### config.mk
export PLATFORM = sky130hd
export DESIGN_NAME = lpjc_top
export DESIGN_NICKNAME = d
export VERILOG_FILES = /design/src/lpjc_pkg.sv /design/src/lpjc_top.sv /design/src/lpjc_lfsr.sv
export SDC_FILE = /design/constraint.sdc
export NUM_CORES = 1
export LEC_CHECK = 0
export BUFFER_PORTS_ARGS = -buffer_cell sky130_fd_sc_hd__buf_2
export CAP_MARGIN = 15
export CORE_ASPECT_RATIO = 0.8
export CORE_MARGIN = 10
export CORE_UTILIZATION = 60
export DETAILED_ROUTE_END_ITERATION = 16
export GPL_TIMING_DRIVEN = 0
export PLACE_DENSITY = 0.78
export SETUP_SLACK_MARGIN = 0.5
export SLEW_MARGIN = 10
export SYNTH_ARGS = -nofsm -noshare
export SYNTH_HDL_FRONTEND = slang
export SYNTH_SLANG_ARGS = --single-unit
### constraint.sdc
create_clock -name clk_sys -period 3.4 [get_ports clk_sys]
set_clock_uncertainty 0.05 [all_clocks]
set_input_delay 0.68 -clock clk_sys [delete_from_list [all_inputs] [get_ports clk_sys]]
set_output_delay 0.68 -clock clk_sys [all_outputs]
set_load 0.02 [all_outputs]
### src/lpjc_pkg.sv
// Notes on behaviour
// - Confirmed frames force receive windows on.
// - Nonzero confirmed count overrides unconfirmed setting.
// - Emission bits 0:3 give unconfirmed repeat count.
// - Emission bits 4:7 give confirmed attempt limit.
// - Port register selects frame port and class.
// - Behaviour bit 0 selects over-the-air join.
// - Behaviour bits 1..5 are single feature enables.
// - Behaviour bit 6 picks second window default.
// - Behaviour bit 7 selects private network settings.
// - Join bits 0:3 give tries, zero means four.
// - Join bits 4..7 enable SF8 to SF11.
// - SF7 and SF12 are always in the cycle.
// - Finish one factor's tries, then step upward.
// - Wait per last factor plus random four seconds.
// - Pause fifty to seventy minutes between cycles.
// - Failed attempt continues the current cycle.
// - Successful join stops the cycle at once.
// - Fixed factor and power only without adaptive rate.
// - Fixed second-window factor only without adaptation.
package lpjc_pkg;

  // ---------------------------------------------------------------
  // Register indices and reset values
  // ---------------------------------------------------------------
  localparam logic [7:0] REG_EMIS_IDX = 8'h50;
  localparam logic [7:0] REG_PORT_IDX = 8'h52;
  localparam logic [7:0] REG_BEHAV_IDX = 8'h53;
  localparam logic [7:0] REG_JOIN_IDX = 8'h56;
  localparam logic [7:0] REG_STAT_IDX = 8'h57;
  localparam logic [7:0] EMIS_RST = 8'h00;
  localparam logic [7:0] PORT_RST = 8'h01;
  localparam logic [7:0] BEHAV_RST = 8'h00;
  localparam logic [7:0] JOIN_RST = 8'h00;

  // ---------------------------------------------------------------
  // Field positions
  // ---------------------------------------------------------------
  localparam int EMIS_UNC_LSB = 0;
  localparam int EMIS_CONF_LSB = 4;
  localparam int BEH_OTAA = 0;
  localparam int BEH_RXWIN = 1;
  localparam int BEH_ADR = 2;
  localparam int BEH_DUTY = 3;
  localparam int BEH_ADCH = 4;
  localparam int BEH_ADRX2 = 5;
  localparam int BEH_RX2SF9 = 6;
  localparam int BEH_PRIV = 7;
  localparam int JOIN_TRIES_LSB = 0;
  localparam int JOIN_SFEN_LSB = 4;

  // ---------------------------------------------------------------
  // Port values
  // ---------------------------------------------------------------
  localparam logic [7:0] PORT_MAC = 8'h00;
  localparam logic [7:0] PORT_REMOTE = 8'ha0;
  localparam logic [7:0] PORT_TEST = 8'he0;

  // ---------------------------------------------------------------
  // Timing
  // ---------------------------------------------------------------
  localparam int unsigned CLK_HZ = 100_000_000;
  localparam int unsigned MS_PER_S = 1000;
  localparam int unsigned DEF_TRIES = 4;
  localparam int unsigned WAIT_SF7_S = 10;
  localparam int unsigned WAIT_SF8_S = 15;
  localparam int unsigned WAIT_SF9_S = 30;
  localparam int unsigned WAIT_SF10_S = 50;
  localparam int unsigned WAIT_SF11_S = 100;
  localparam int unsigned WAIT_SF12_S = 180;
  localparam int unsigned RAND_MAX_S = 4;
  localparam int unsigned PAUSE_MIN_MIN = 50;
  localparam int unsigned PAUSE_MAX_MIN = 70;
  localparam int unsigned S_PER_MIN = 60;
  localparam int unsigned SF_BASE = 7;
  localparam logic [2:0] SF_LAST_IDX = 3'd5;

  typedef enum logic [2:0] {
    ST_IDLE,
    ST_SEND,
    ST_RESULT,
    ST_WAIT,
    ST_PAUSE,
    ST_JOINED
  } lpjc_state_t;

endpackage : lpjc_pkg

### src/lpjc_top.sv
`timescale 1ns/1ps
module lpjc_top #(
  parameter int unsigned MS_CYCLES =
    lpjc_pkg::CLK_HZ / lpjc_pkg::MS_PER_S
) (
  input wire logic clk_sys,
  input wire logic nrst,
  input wire logic cfg_wr,
  input wire logic [7:0] cfg_addr,
  input wire logic [7:0] cfg_wdata,
  output logic [7:0] cfg_rdata,
  input wire logic join_start,
  input wire logic join_ok,
  input wire logic join_fail,
  output logic join_req,
  output logic [3:0] join_sf,
  output logic join_busy,
  output logic joined,
  output logic otaa_mode,
  output logic rx_win_eff,
  output logic adr_en,
  output logic duty_en,
  output logic adapt_chan_en,
  output logic adapt_rx2_en,
  output logic rx2_def_sf9,
  output logic private_net,
  output logic confirmed_sel,
  output logic [3:0] repeat_cnt,
  output logic repeat_default,
  output logic [7:0] frame_port,
  output logic port_mac_only,
  output logic port_remote,
  output logic port_test,
  output logic port_reserved,
  output logic fixed_dr_apply,
  output logic fixed_rx2_apply
);
  import lpjc_pkg::*;

  // ---------------------------------------------------------------
  // Derived time counts
  // ---------------------------------------------------------------
  localparam logic [16:0] MS_LAST = 17'(MS_CYCLES - 1);
  localparam logic [31:0] PAUSE_MIN_MS =
    32'(PAUSE_MIN_MIN * S_PER_MIN * MS_PER_S);
  localparam logic [31:0] RAND_MAX_MS = 32'(RAND_MAX_S * MS_PER_S);

  typedef struct packed {
    logic rst_s1;
    logic rst_s2;
    logic [7:0] emis;
    logic [7:0] port;
    logic [7:0] behav;
    logic [7:0] join_cfg;
    logic [7:0] rdata;
    lpjc_state_t st;
    logic [2:0] sf_idx;
    logic [3:0] tries;
    logic [16:0] ms_cnt;
    logic [31:0] wait_ms;
    logic req;
    logic joined;
    logic rx_win;
    logic conf_sel;
    logic [3:0] rep_cnt;
    logic rep_def;
    logic [3:0] sf;
    logic p_mac;
    logic p_remote;
    logic p_test;
    logic p_resv;
    logic fix_dr;
    logic fix_rx2;
  } lpjc_regs_t;

  localparam lpjc_regs_t RST_Q = '{
    rst_s1: 1'b0,
    rst_s2: 1'b0,
    emis: EMIS_RST,
    port: PORT_RST,
    behav: BEHAV_RST,
    join_cfg: JOIN_RST,
    rdata: 8'h00,
    st: ST_IDLE,
    sf_idx: 3'd0,
    tries: 4'h0,
    ms_cnt: 17'h00000,
    wait_ms: 32'h00000000,
    req: 1'b0,
    joined: 1'b0,
    rx_win: 1'b0,
    conf_sel: 1'b0,
    rep_cnt: 4'h0,
    rep_def: 1'b1,
    sf: 4'(SF_BASE),
    p_mac: 1'b0,
    p_remote: 1'b0,
    p_test: 1'b0,
    p_resv: 1'b0,
    fix_dr: 1'b1,
    fix_rx2: 1'b1
  };

  lpjc_regs_t q_ff;
  lpjc_regs_t nxt_q;
  logic [31:0] rnd;

  // ---------------------------------------------------------------
  // Helpers
  // ---------------------------------------------------------------

  // Factors in use: SF7 and SF12 always, the four middle ones by enable.
  function automatic logic [5:0] sf_mask(input logic [7:0] jc);
    sf_mask = {1'b1, jc[JOIN_SFEN_LSB +: 4], 1'b1};
  endfunction : sf_mask

  // Next enabled factor above idx; SF12 is always enabled so one exists.
  function automatic logic [2:0] next_sf(input logic [2:0] idx,
                                         input logic [5:0] m);
    logic [2:0] r;
    r = SF_LAST_IDX;
    for (int i = 5; i >= 1; i--) begin
      if (3'(i) > idx && m[i]) begin
        r = 3'(i);
      end
    end
    next_sf = r;
  endfunction : next_sf

  function automatic logic [31:0] fixed_ms(input logic [2:0] idx);
    int unsigned s;
    unique case (idx)
      3'd0: s = WAIT_SF7_S;
      3'd1: s = WAIT_SF8_S;
      3'd2: s = WAIT_SF9_S;
      3'd3: s = WAIT_SF10_S;
      3'd4: s = WAIT_SF11_S;
      default: s = WAIT_SF12_S;
    endcase
    fixed_ms = 32'(s * MS_PER_S);
  endfunction : fixed_ms

  function automatic logic [3:0] tries_per_sf(input logic [7:0] jc);
    if (jc[JOIN_TRIES_LSB +: 4] == 4'h0) begin
      tries_per_sf = 4'(DEF_TRIES);
    end else begin
      tries_per_sf = jc[JOIN_TRIES_LSB +: 4];
    end
  endfunction : tries_per_sf

  function automatic logic [3:0] conf_of(input logic [7:0] e);
    conf_of = e[EMIS_CONF_LSB +: 4];
  endfunction : conf_of

  function automatic logic [3:0] unc_of(input logic [7:0] e);
    unc_of = e[EMIS_UNC_LSB +: 4];
  endfunction : unc_of

  // ---------------------------------------------------------------
  // Random source
  // ---------------------------------------------------------------
  lpjc_lfsr u_lfsr (
    .clk_sys(clk_sys),
    .rst_n(q_ff.rst_s2),
    .rnd(rnd)
  );

  logic [18:0] rand_prod;
  logic [31:0] rand_ms;
  logic [31:0] pause_ms;
  logic [31:0] step_wait;
  logic ms_tick;
  logic [5:0] mask;

  always_comb begin
    // Scale 12 random bits onto 0 .. 3999 ms.
    rand_prod = 19'(rnd[11:0]) * 19'd125;
    rand_ms = {20'h00000, rand_prod[18:7]};
    if (rand_ms > RAND_MAX_MS) begin
      rand_ms = RAND_MAX_MS;
    end
    // Two random terms keep the pause inside its twenty minute band.
    pause_ms = PAUSE_MIN_MS + {12'h000, rnd[31:12]}
             + {15'h0000, rnd[16:0]};
    step_wait = fixed_ms(q_ff.sf_idx) + rand_ms;
    ms_tick = (q_ff.ms_cnt == MS_LAST);
    mask = sf_mask(q_ff.join_cfg);
  end

  // ---------------------------------------------------------------
  // Next state
  // ---------------------------------------------------------------
  always_comb begin
    nxt_q = q_ff;
    nxt_q.rst_s1 = 1'b1;
    nxt_q.rst_s2 = q_ff.rst_s1;
    nxt_q.req = 1'b0;

    // Register writes from the command decoder.
    if (cfg_wr) begin
      unique case (cfg_addr)
        REG_EMIS_IDX: nxt_q.emis = cfg_wdata;
        REG_PORT_IDX: nxt_q.port = cfg_wdata;
        REG_BEHAV_IDX: nxt_q.behav = cfg_wdata;
        REG_JOIN_IDX: nxt_q.join_cfg = cfg_wdata;
        default: nxt_q.emis = q_ff.emis;
      endcase
    end

    unique case (cfg_addr)
      REG_EMIS_IDX: nxt_q.rdata = q_ff.emis;
      REG_PORT_IDX: nxt_q.rdata = q_ff.port;
      REG_BEHAV_IDX: nxt_q.rdata = q_ff.behav;
      REG_JOIN_IDX: nxt_q.rdata = q_ff.join_cfg;
      REG_STAT_IDX: nxt_q.rdata = {q_ff.joined, q_ff.sf_idx,
                                   1'b0, q_ff.st};
      default: nxt_q.rdata = 8'h00;
    endcase

    // Millisecond base runs only while waiting.
    if (q_ff.st == ST_WAIT || q_ff.st == ST_PAUSE) begin
      nxt_q.ms_cnt = ms_tick ? 17'h00000 : q_ff.ms_cnt + 17'h00001;
    end else begin
      nxt_q.ms_cnt = 17'h00000;
    end

    unique case (q_ff.st)
      ST_IDLE, ST_JOINED: begin
        if (join_start) begin
          if (q_ff.behav[BEH_OTAA]) begin
            nxt_q.joined = 1'b0;
            nxt_q.sf_idx = 3'd0;
            nxt_q.tries = 4'h0;
            nxt_q.st = ST_SEND;
          end else begin
            // Personalization needs no over-the-air exchange.
            nxt_q.joined = 1'b1;
            nxt_q.st = ST_JOINED;
          end
        end
      end
      ST_SEND: begin
        nxt_q.req = 1'b1;
        nxt_q.st = ST_RESULT;
      end
      ST_RESULT: begin
        if (join_ok) begin
          nxt_q.joined = 1'b1;
          nxt_q.st = ST_JOINED;
        end else if (join_fail) begin
          if (q_ff.tries + 4'h1 < tries_per_sf(q_ff.join_cfg)) begin
            nxt_q.tries = q_ff.tries + 4'h1;
            nxt_q.wait_ms = step_wait;
            nxt_q.st = ST_WAIT;
          end else if (q_ff.sf_idx == SF_LAST_IDX) begin
            nxt_q.tries = 4'h0;
            nxt_q.sf_idx = 3'd0;
            nxt_q.wait_ms = pause_ms;
            nxt_q.st = ST_PAUSE;
          end else begin
            nxt_q.tries = 4'h0;
            nxt_q.sf_idx = next_sf(q_ff.sf_idx, mask);
            nxt_q.wait_ms = step_wait;
            nxt_q.st = ST_WAIT;
          end
        end
      end
      ST_WAIT, ST_PAUSE: begin
        if (join_ok) begin
          nxt_q.joined = 1'b1;
          nxt_q.st = ST_JOINED;
        end else if (q_ff.wait_ms == 32'h00000000) begin
          nxt_q.st = ST_SEND;
        end else if (ms_tick) begin
          nxt_q.wait_ms = q_ff.wait_ms - 32'h00000001;
        end
      end
      default: begin
        nxt_q.st = ST_IDLE;
      end
    endcase

    // The synchronised reset clears everything but the synchroniser.
    if (!q_ff.rst_s2) begin
      nxt_q = RST_Q;
      nxt_q.rst_s1 = 1'b1;
      nxt_q.rst_s2 = q_ff.rst_s1;
    end

    // Decoded outputs are registered with the registers that feed them,
    // so each one settles on the same edge as its source.
    nxt_q.conf_sel = (conf_of(nxt_q.emis) != 4'h0);
    nxt_q.rx_win = nxt_q.behav[BEH_RXWIN]
                 | nxt_q.behav[BEH_ADR]
                 | nxt_q.conf_sel;
    nxt_q.rep_cnt = nxt_q.conf_sel ? conf_of(nxt_q.emis)
                                   : unc_of(nxt_q.emis);
    nxt_q.rep_def = (conf_of(nxt_q.emis) == 4'h0)
                  && (unc_of(nxt_q.emis) == 4'h0);
    nxt_q.sf = 4'(SF_BASE) + {1'b0, nxt_q.sf_idx};
    nxt_q.p_mac = (nxt_q.port == PORT_MAC);
    nxt_q.p_remote = (nxt_q.port == PORT_REMOTE);
    nxt_q.p_test = (nxt_q.port == PORT_TEST);
    nxt_q.p_resv = (nxt_q.port > PORT_TEST);
    nxt_q.fix_dr = ~nxt_q.behav[BEH_ADR];
    nxt_q.fix_rx2 = ~nxt_q.behav[BEH_ADRX2];
  end

  always_ff @(posedge clk_sys or negedge nrst) begin
    if (!nrst) begin
      q_ff <= RST_Q;
    end else begin
      q_ff <= nxt_q;
    end
  end

  // ---------------------------------------------------------------
  // Outputs
  // ---------------------------------------------------------------
  assign cfg_rdata = q_ff.rdata;
  assign join_req = q_ff.req;
  assign join_sf = q_ff.sf;
  assign join_busy = (q_ff.st != ST_IDLE) && (q_ff.st != ST_JOINED);
  assign joined = q_ff.joined;
  assign otaa_mode = q_ff.behav[BEH_OTAA];
  assign adr_en = q_ff.behav[BEH_ADR];
  assign duty_en = q_ff.behav[BEH_DUTY];
  assign adapt_chan_en = q_ff.behav[BEH_ADCH];
  assign adapt_rx2_en = q_ff.behav[BEH_ADRX2];
  assign rx2_def_sf9 = q_ff.behav[BEH_RX2SF9];
  assign private_net = q_ff.behav[BEH_PRIV];
  assign rx_win_eff = q_ff.rx_win;
  assign confirmed_sel = q_ff.conf_sel;
  assign repeat_cnt = q_ff.rep_cnt;
  assign repeat_default = q_ff.rep_def;
  assign frame_port = q_ff.port;
  assign port_mac_only = q_ff.p_mac;
  assign port_remote = q_ff.p_remote;
  assign port_test = q_ff.p_test;
  assign port_reserved = q_ff.p_resv;
  assign fixed_dr_apply = q_ff.fix_dr;
  assign fixed_rx2_apply = q_ff.fix_rx2;

endmodule : lpjc_top

### src/lpjc_lfsr.sv
`timescale 1ns/1ps
module lpjc_lfsr (
  input wire logic clk_sys,
  input wire logic rst_n,
  output logic [31:0] rnd
);
  import lpjc_pkg::*;

  logic [31:0] state_ff;
  logic [31:0] nxt_state;

  // Galois generator; it steps every cycle so the value sampled by the
  // sequencer depends on the moment of the host's join request.
  always_comb begin
    nxt_state = {1'b0, state_ff[31:1]};
    if (state_ff[0]) begin
      nxt_state = nxt_state ^ 32'h80200003;
    end
  end

  always_ff @(posedge clk_sys or negedge rst_n) begin
    if (!rst_n) begin
      state_ff <= 32'h00000001;
    end else begin
      state_ff <= nxt_state;
    end
  end

  assign rnd = state_ff;

endmodule : lpjc_lfsr

==> results of run 1 <==
==> flip-flops by register name (all words and copies together) (netlist names), 4 cells and up <==
name / count
u_lfsr.rnd: 32
q_ff: 74
cfg_rdata: 8
frame_port: 8
join_sf: 4
mask: 4
repeat_cnt: 4
==> layer usage <==
metal	global-route usage, %	vias to the layer above	part of all wire, %	wire (um)
li1	-	5022	-	-
met1	35.1	5435	42	15300
met2	38.3	601	45	16400
met3	6.00	93	10	3700
met4	6.93	0	2.5	905
met5	0	-	0	0
==> placed cells by master, fill, tap and decap left out, drive strengths merged, types with 6 or more instances in the layout <==
| master | n |
|---|---|
| nand2 | 88 |
| a22o | 11 |
| xnor2 | 34 |
| clkbuf | 52 |
| xor2 | 29 |
| and2 | 7 |
| a22oi | 11 |
| o211ai | 16 |
| fa | 54 |
| a211oi | 13 |
| nand4 | 6 |
| nor2b | 16 |
| buf | 181 |
| nor2 | 128 |
| and3 | 11 |
| ha | 126 |
| inv | 145 |
| a222oi | 7 |
| o21a | 8 |
| a21oi | 73 |
| dfrtp | 144 |
| a21o | 15 |
| or2 | 8 |
| nor4 | 14 |
| o22ai | 8 |
| nor3 | 21 |
| nor4b | 6 |
| dfstp | 8 |
| o21ai | 75 |
| mux2 | 10 |
| nand3 | 49 |
| o31ai | 7 |
| or3 | 12 |
| a31oi | 8 |
| mux2i | 25 |
==> where the power goes <==
part	switching [W]	leakage, nW	internal (W)
Sequential	0.000164	2.07	0.00194
Clock	0.000844	0.276	0.00111
Combinational	0.00187	5.09	0.00112
Total	0.00288	7.44	0.00417
==> critical path, delay by kind of cell, from the launching register on <==
family                     cells  cell delay, ns
DFF                            1            0.43
xor gates and xnor gates       2            0.43
AOI/OAI and AO/OA              5            1.20
and+or+nand+nor                8            1.11
muxes                          1            0.15
adders and majority gates      6            2.58
buffers and inverters          6            0.79
==> metrics by stage <==
step,utilization (%),setup TNS [ns]
floorplan,-,-42.96
global route,75.7,-58.48
detailed placement,65.5,-57.90
finish,75.8,-55.66
CTS,72.7,-50.62
global placement,65.3,-54.76
==> kinds of logic after synthesis <==
logic type,count (synthesis),share of synthesized area (%)
mux,35,2.97
simple gates,391,15.7
buf+inv,213,7.37
xor+xnor,63,4.52
other cells,2,0.0615
compound gates,303,16.4
flops,152,31.2
fa+ha+maj,180,21.8
==> worst max-delay path by stage <==
stage | startpoint | to | depth (start not counted)
3_3_place_gp | u_lfsr.rnd[0] | q_ff[32] | 25
3_5_place_dp | u_lfsr.rnd[0] | q_ff[32] | 25
4_1_cts | u_lfsr.rnd[0] | q_ff[32] | 26
2_1_floorplan | u_lfsr.rnd[0] | q_ff[34] | 24
6_report | u_lfsr.rnd[4] | q_ff[33] | 28
5_1_grt | u_lfsr.rnd[7] | q_ff[32] | 28
==> cell type report <==
cell class	instances	area (um2)
plain buffers	69	409
multi-input cells	975	8360
repair buffers	144	1010
diodes	1	2.50
fillers	1314	4830
clock inverters	12	141
flip-flops and latches	152	3820
inverters	144	561
well taps	264	330
clock buffers	20	447
==> repair_timing <==
action | 4_1_cts | 5_1_grt
resized for setup | 119 | 93
setup endpoints to repair | 43 | 42
setup buffers | 44 | 33
pin swaps | 55 | 69
hold buffers | 0 | 0
cloned | 1 | 0
==> qor.txt, run 1 <==
status = finished with violations
failing checks = negative setup slack
total die area = 26500 um2
clk buf depth = 2
DR WL/cell = 20.4 um
DRC Markers = 0
Slew @ Worst Pin = 1.16 ns
number of synthesized flops with an enable pin = 0
hold crit path type = in -> async
clk slew on worst S/H paths = 0.07 ns
total CTS buffers = 17
DP HPWL = 24100 um
Total Routing Usage GR = 25.2%
count leader, synth = dfrtp_1
height of the die = 148 um
Nets = 1705
DRC marker count from the first detailed-route iteration = 1331
CTS Root Cell = clkbuf_16
largest area contributor in the netlist = dfrtp_1
number of library cell types mapped by synthesis = 78
post-synthesis register bit count = 152
Max Fclk = 146 MHz
Routed Antenna Nets = 0
I/O Pins = 65
CP max FO = 7
Slowest-stage cell, CP = fa_1
first-pass detailed-route iteration total = 9
crit-path most repeated cell = fa_1
Worst R2R Setup Slack = -3.46 ns
Vias/cell = 6.26
syn_area_per_cell = 9.12 um2
critical path endpoint category = register
Power Density = 467 nW/um2
core area = 19900 um2
Placed Instances = 1670
sequential share of the synthesized area = 31.2%
Tcrit/Tclk final = 202%
post-route cell area = 15100 um2
first-pass GRT wire length = 55300 um
Final min period = 6.86 ns
grt ovf = 0
worst ir drop on vdd = 0.640 mV
Area contributors post-synth = dfrtp_1 30%, ha_1 13%, fa_1 8.9%
Hold Worst Slack = 0.140 ns
R2R depth = 28
pre-CTS WS = -3.82 ns
WL final = 36300 um
Synth top cells by count = 144 x dfrtp_1, 143 x inv_1, 127 x nor2_1, 126 x ha_1, 87 x nand2_1
initial antenna violation count = 0
Crit path arrival time = 7.17 ns
Post-Syn Area = 12200 um2
r2r startpoint = u_lfsr.rnd[4]
crit path launch type = register
post-route worst setup slack = -3.46 ns
cell row count = 46
Slew headroom = 21.8%
Slew Limit Fails = 0
H-tree depth = 4
pin count of the biggest net entering global routing = 68
vias in the first global route = 10700
Die Wd = 179 um
ys flop type = dfrtp_1
layout cell share with drive strength beyond 1 = 26.1%
Leakage Power = 7.44 nW
CTS sink cnt = 152
number of port buffers = 64
CTS tree = done
Setup CP Type = reg -> reg
Max Cap Violations = 0
slowest stage delay, CP = 0.55 ns
Power Total = 0.00705 W
Skew-Pair Late Insertion Delay = 0.44 ns
post-synthesis cell count = 1339
via count = 11200
Synth warnings = 0
final setup fails = 19
area added between synthesis and finish = 23.5%
Yosys top cell area share = 29.5%
Finished Layout Cells = 1781
RSZ-0062 raised after global routing = yes
CP required = 3.70 ns
Initial Util = 61.3%
worst reg2reg endpoint = q_ff[33]
Fin. Hold Viols = 0
Cell Area, Placed = 13100 um2
GPL Wtd Cong = 0.930
Async SR Flop Fraction = 100%
No activity file was read; power rests on OpenSTA's default activity.
==> run 2: changes to the inputs <==
--- a/config.mk
+++ b/config.mk
@@ -5,6 +5,7 @@
 export SDC_FILE = /design/constraint.sdc
 export NUM_CORES = 1
 export LEC_CHECK = 0
+export ABC_AREA = 1
 export BUFFER_PORTS_ARGS = -buffer_cell sky130_fd_sc_hd__buf_2
 export CAP_MARGIN = 15
 export CORE_ASPECT_RATIO = 0.8
==> run 2 against run 1 <==
Sequential power rose by 5%. Critical endpoint is now q_ff[32]. Non-clock buffer count is 32 lower. Highest routed layer unchanged. The flow still finishes with violations (negative setup slack). Die area up 3.5%. Hold slack lost 0.079 ns. Synthesized area grew 4.0%.
==> qor.txt, run 2 <==
CTS Root Cell = clkbuf_16
Routed Antenna Nets = 0 (unchanged)
Skew-Pair Late Insertion Delay = 0.44 ns (about the same)
Area contributors post-synth = dfrtp_1 28%, ha_1 12%, nand2_1 9.4%
Placed Instances = 1984 (+19%)
H-tree depth = 4 (unchanged)
cell row count = 47 (+2.2%)
crit path launch type = register
height of the die = 150 um (+1.7%)
critical path endpoint category = register
CP required = 3.73 ns (+0.03 ns)
grt ovf = 0 (unchanged)
max FFs per register = 74 (unchanged)
syn_area_per_cell = 7.69 um2 (-16%)
Max Fclk = 156 MHz (+6.7%)
post-synthesis cell count = 1650 (+23%)
CTS Hold Buffers Added = 0 (unchanged)
Setup TNS = -47.25 ns (+8.41 ns)
worst ir drop on vdd = 0.898 mV (+40%)
Slew @ Worst Pin = 1.21 ns (+0.0484 ns)
Slew headroom = 18.5% (-3.3 points)
DR WL/cell = 18.2 um (-10%)
Fin. Hold Viols = 0 (unchanged)
count leader, synth = nand2_1
Leakage Power = 7.94 nW (+6.7%)
Synth warnings = 0 (unchanged)
WL final = 38000 um (+4.8%)
Top reg by flops = q_ff
most common cell after layout, fill and taps aside = nand2_1
Die Wd = 183 um (+1.7%)
status = finished with violations
core occupancy in the finished layout = 74.5% (-1.3 points)
Post-Syn Area = 12700 um2 (+4.0%)
RSZ-0062 raised after global routing = yes
Slew Limit Fails = 0 (unchanged)
total die area = 27400 um2 (+3.5%)
Slowest-stage cell, CP = dfstp_2
CTS tree = done
commonest cells after routing, fill and taps aside = 273 x nand2_1, 260 x inv_1, 131 x dfrtp_1
Tcrit/Tclk final = 189% (-13 points)
post-synthesis register bit count = 152 (unchanged)
clk buf depth = 2 (unchanged)
Initial Util = 61.2% (-0.16 points)
failing checks = negative setup slack
pin count of the biggest net entering global routing = 90 (+32%)
DRC marker count from the first detailed-route iteration = 1683 (+26%)
ys flop type = dfrtp_1
I/O Pins = 65 (unchanged)
DRC Markers = 0 (unchanged)
number of library cell types mapped by synthesis = 54 (-31%)
largest area contributor in the netlist = dfrtp_1
Setup CP Type = reg -> reg
Yosys top cell area share = 28.4% (-1.1 points)
Synth top cells by count = 317 x nand2_1, 280 x inv_1, 149 x nor2_1, 144 x dfrtp_1, 126 x ha_1
Total Routing Usage GR = 25.2% (+0.026 points)
Power Density = 785 nW/um2 (+68%)
area added between synthesis and finish = 21.8%
crit-path most repeated cell = nand2_1
Final min period = 6.43 ns (-0.432 ns)
total CTS buffers = 17 (unchanged)
core area = 20800 um2 (+4.2%)
initial antenna violation count = 0 (unchanged)
CP max FO = 5 (-2)
DP HPWL = 24700 um (+2.5%)
post-route worst setup slack = -3.03 ns (+0.432 ns)
final setup fails = 19 (unchanged)
number of synthesized flops with an enable pin = 0 (unchanged)
Nets = 2005 (+18%)
layout cell share with drive strength beyond 1 = 24.2% (-1.9 points)
Crit path arrival time = 6.76 ns (-0.41 ns)
number of port buffers = 63 (-1.6%)
slowest stage delay, CP = 0.54 ns (about the same)
hold crit path type = in -> async
Max Cap Violations = 0 (unchanged)
Async SR Flop Fraction = 100% (unchanged)
GPL Wtd Cong = 0.946 (+1.7%)
first-pass GRT wire length = 57000 um (+3.0%)
sequential share of the synthesized area = 30.0% (-1.2 points)
CTS sink cnt = 152 (unchanged)
Vias/cell = 5.94 (-5.2%)
via count = 12400 (+11%)
clk slew on worst S/H paths = 0.08 ns (about the same)
Finished Layout Cells = 2085 (+17%)
ANT cells = 0 (-1)
Power Total = 0.0121 W (+72%)
vias in the first global route = 11800 (+10%)
first-pass detailed-route iteration total = 8 (-1)
[run 2: cell count changes after synthesis, sizes merged, moves of 13 or more]
cell / change
inv: +156
nand2: +238
nand3: +47
clkbuf: -19
nand4: +14
nor2: +27
a21oi: +24
nor3: +13
nor2b: -16
mux2i: -25
o22ai: +14
o21ai: +21
[run 2: critical path: cells and delay by family (launching register included)]
family | cells | cell delay, ns
compound gates | 1 | 0.22
xor+xnor | 1 | 0.17
fa+ha+maj | 6 | 2.54
buf+inv | 4 | 0.27
flops | 1 | 0.54
simple gates | 21 | 2.53
[run 2: layout make-up]
class / instances / area (um2)
Multi-Input combinational cell: 1151 / 8310
Fill cell: 1454 / 5300
Sequential cell: 152 / 3830
Inverter: 300 / 1150
Timing Repair Buffer: 133 / 912
Clock buffer: 17 / 425
Tap cell: 269 / 337
Buffer: 48 / 314
Clock inverter: 15 / 180
[run 2: logic make-up after synthesis]
kind of cell	synth area share (%)
buffers and inverters	11.3
DFF	30.0
other	0.0592
AOI/OAI and AO/OA	12.1
adders and majority gates	20.9
and+or+nand+nor	22.3
xor gates and xnor gates	3.17
[run 2: per-layer routing]
layer / vias to the layer above / GRT usage, % / share of wire (%)
met5: - / 0 / 0
met4: 0 / 7.15 / 4.0
met3: 170 / 5.13 / 10
met2: 751 / 39.4 / 44
met1: 5818 / 34.8 / 41
li1: 5640 / - / -
[run 2: power by group]
part | switching (W) | leakage [nW] | internal, W
sequential | 0.000208 | 2.05 | 0.00200
clock | 0.000956 | 0.285 | 0.000994
combinational | 0.00528 | 5.60 | 0.00270
total | 0.00645 | 7.94 | 0.00569
[run 2: repair_timing]
item                                    4_1_cts  5_1_grt
endpoints found under the setup margin       53       26
pin swaps                                    61       59
resized for setup                           113      101
setup buffers                                47       22
[run 2: final timing paths]
path                                from              to  slack, ns  cells past startpoint
min in group clk_sys           q_ff[119]       q_ff[118]       0.32                      0
min reg2reg                    q_ff[118]  u_lfsr.rnd[30]       0.24                      0
max                        u_lfsr.rnd[0]        q_ff[32]      -3.03                     33
max in group asynchronous           nrst       q_ff[118]       2.45                      2
min                                 nrst   frame_port[7]       0.06                      1
max reg2reg                u_lfsr.rnd[0]        q_ff[32]      -3.03                     33
[run 2: stage by stage]
step | hold WS, ns | worst slack, ns | cell area (um2)
final | 0.0612 | -3.03 | 15500
after global routing | 0.0785 | -3.10 | 15500
after CTS | 0.0674 | -2.24 | 14900
after detailed placement | 0.301 | -2.70 | 13600
after global placement | 0.284 | -2.60 | 13600
after floorplan | 0.281 | -1.95 | 12900
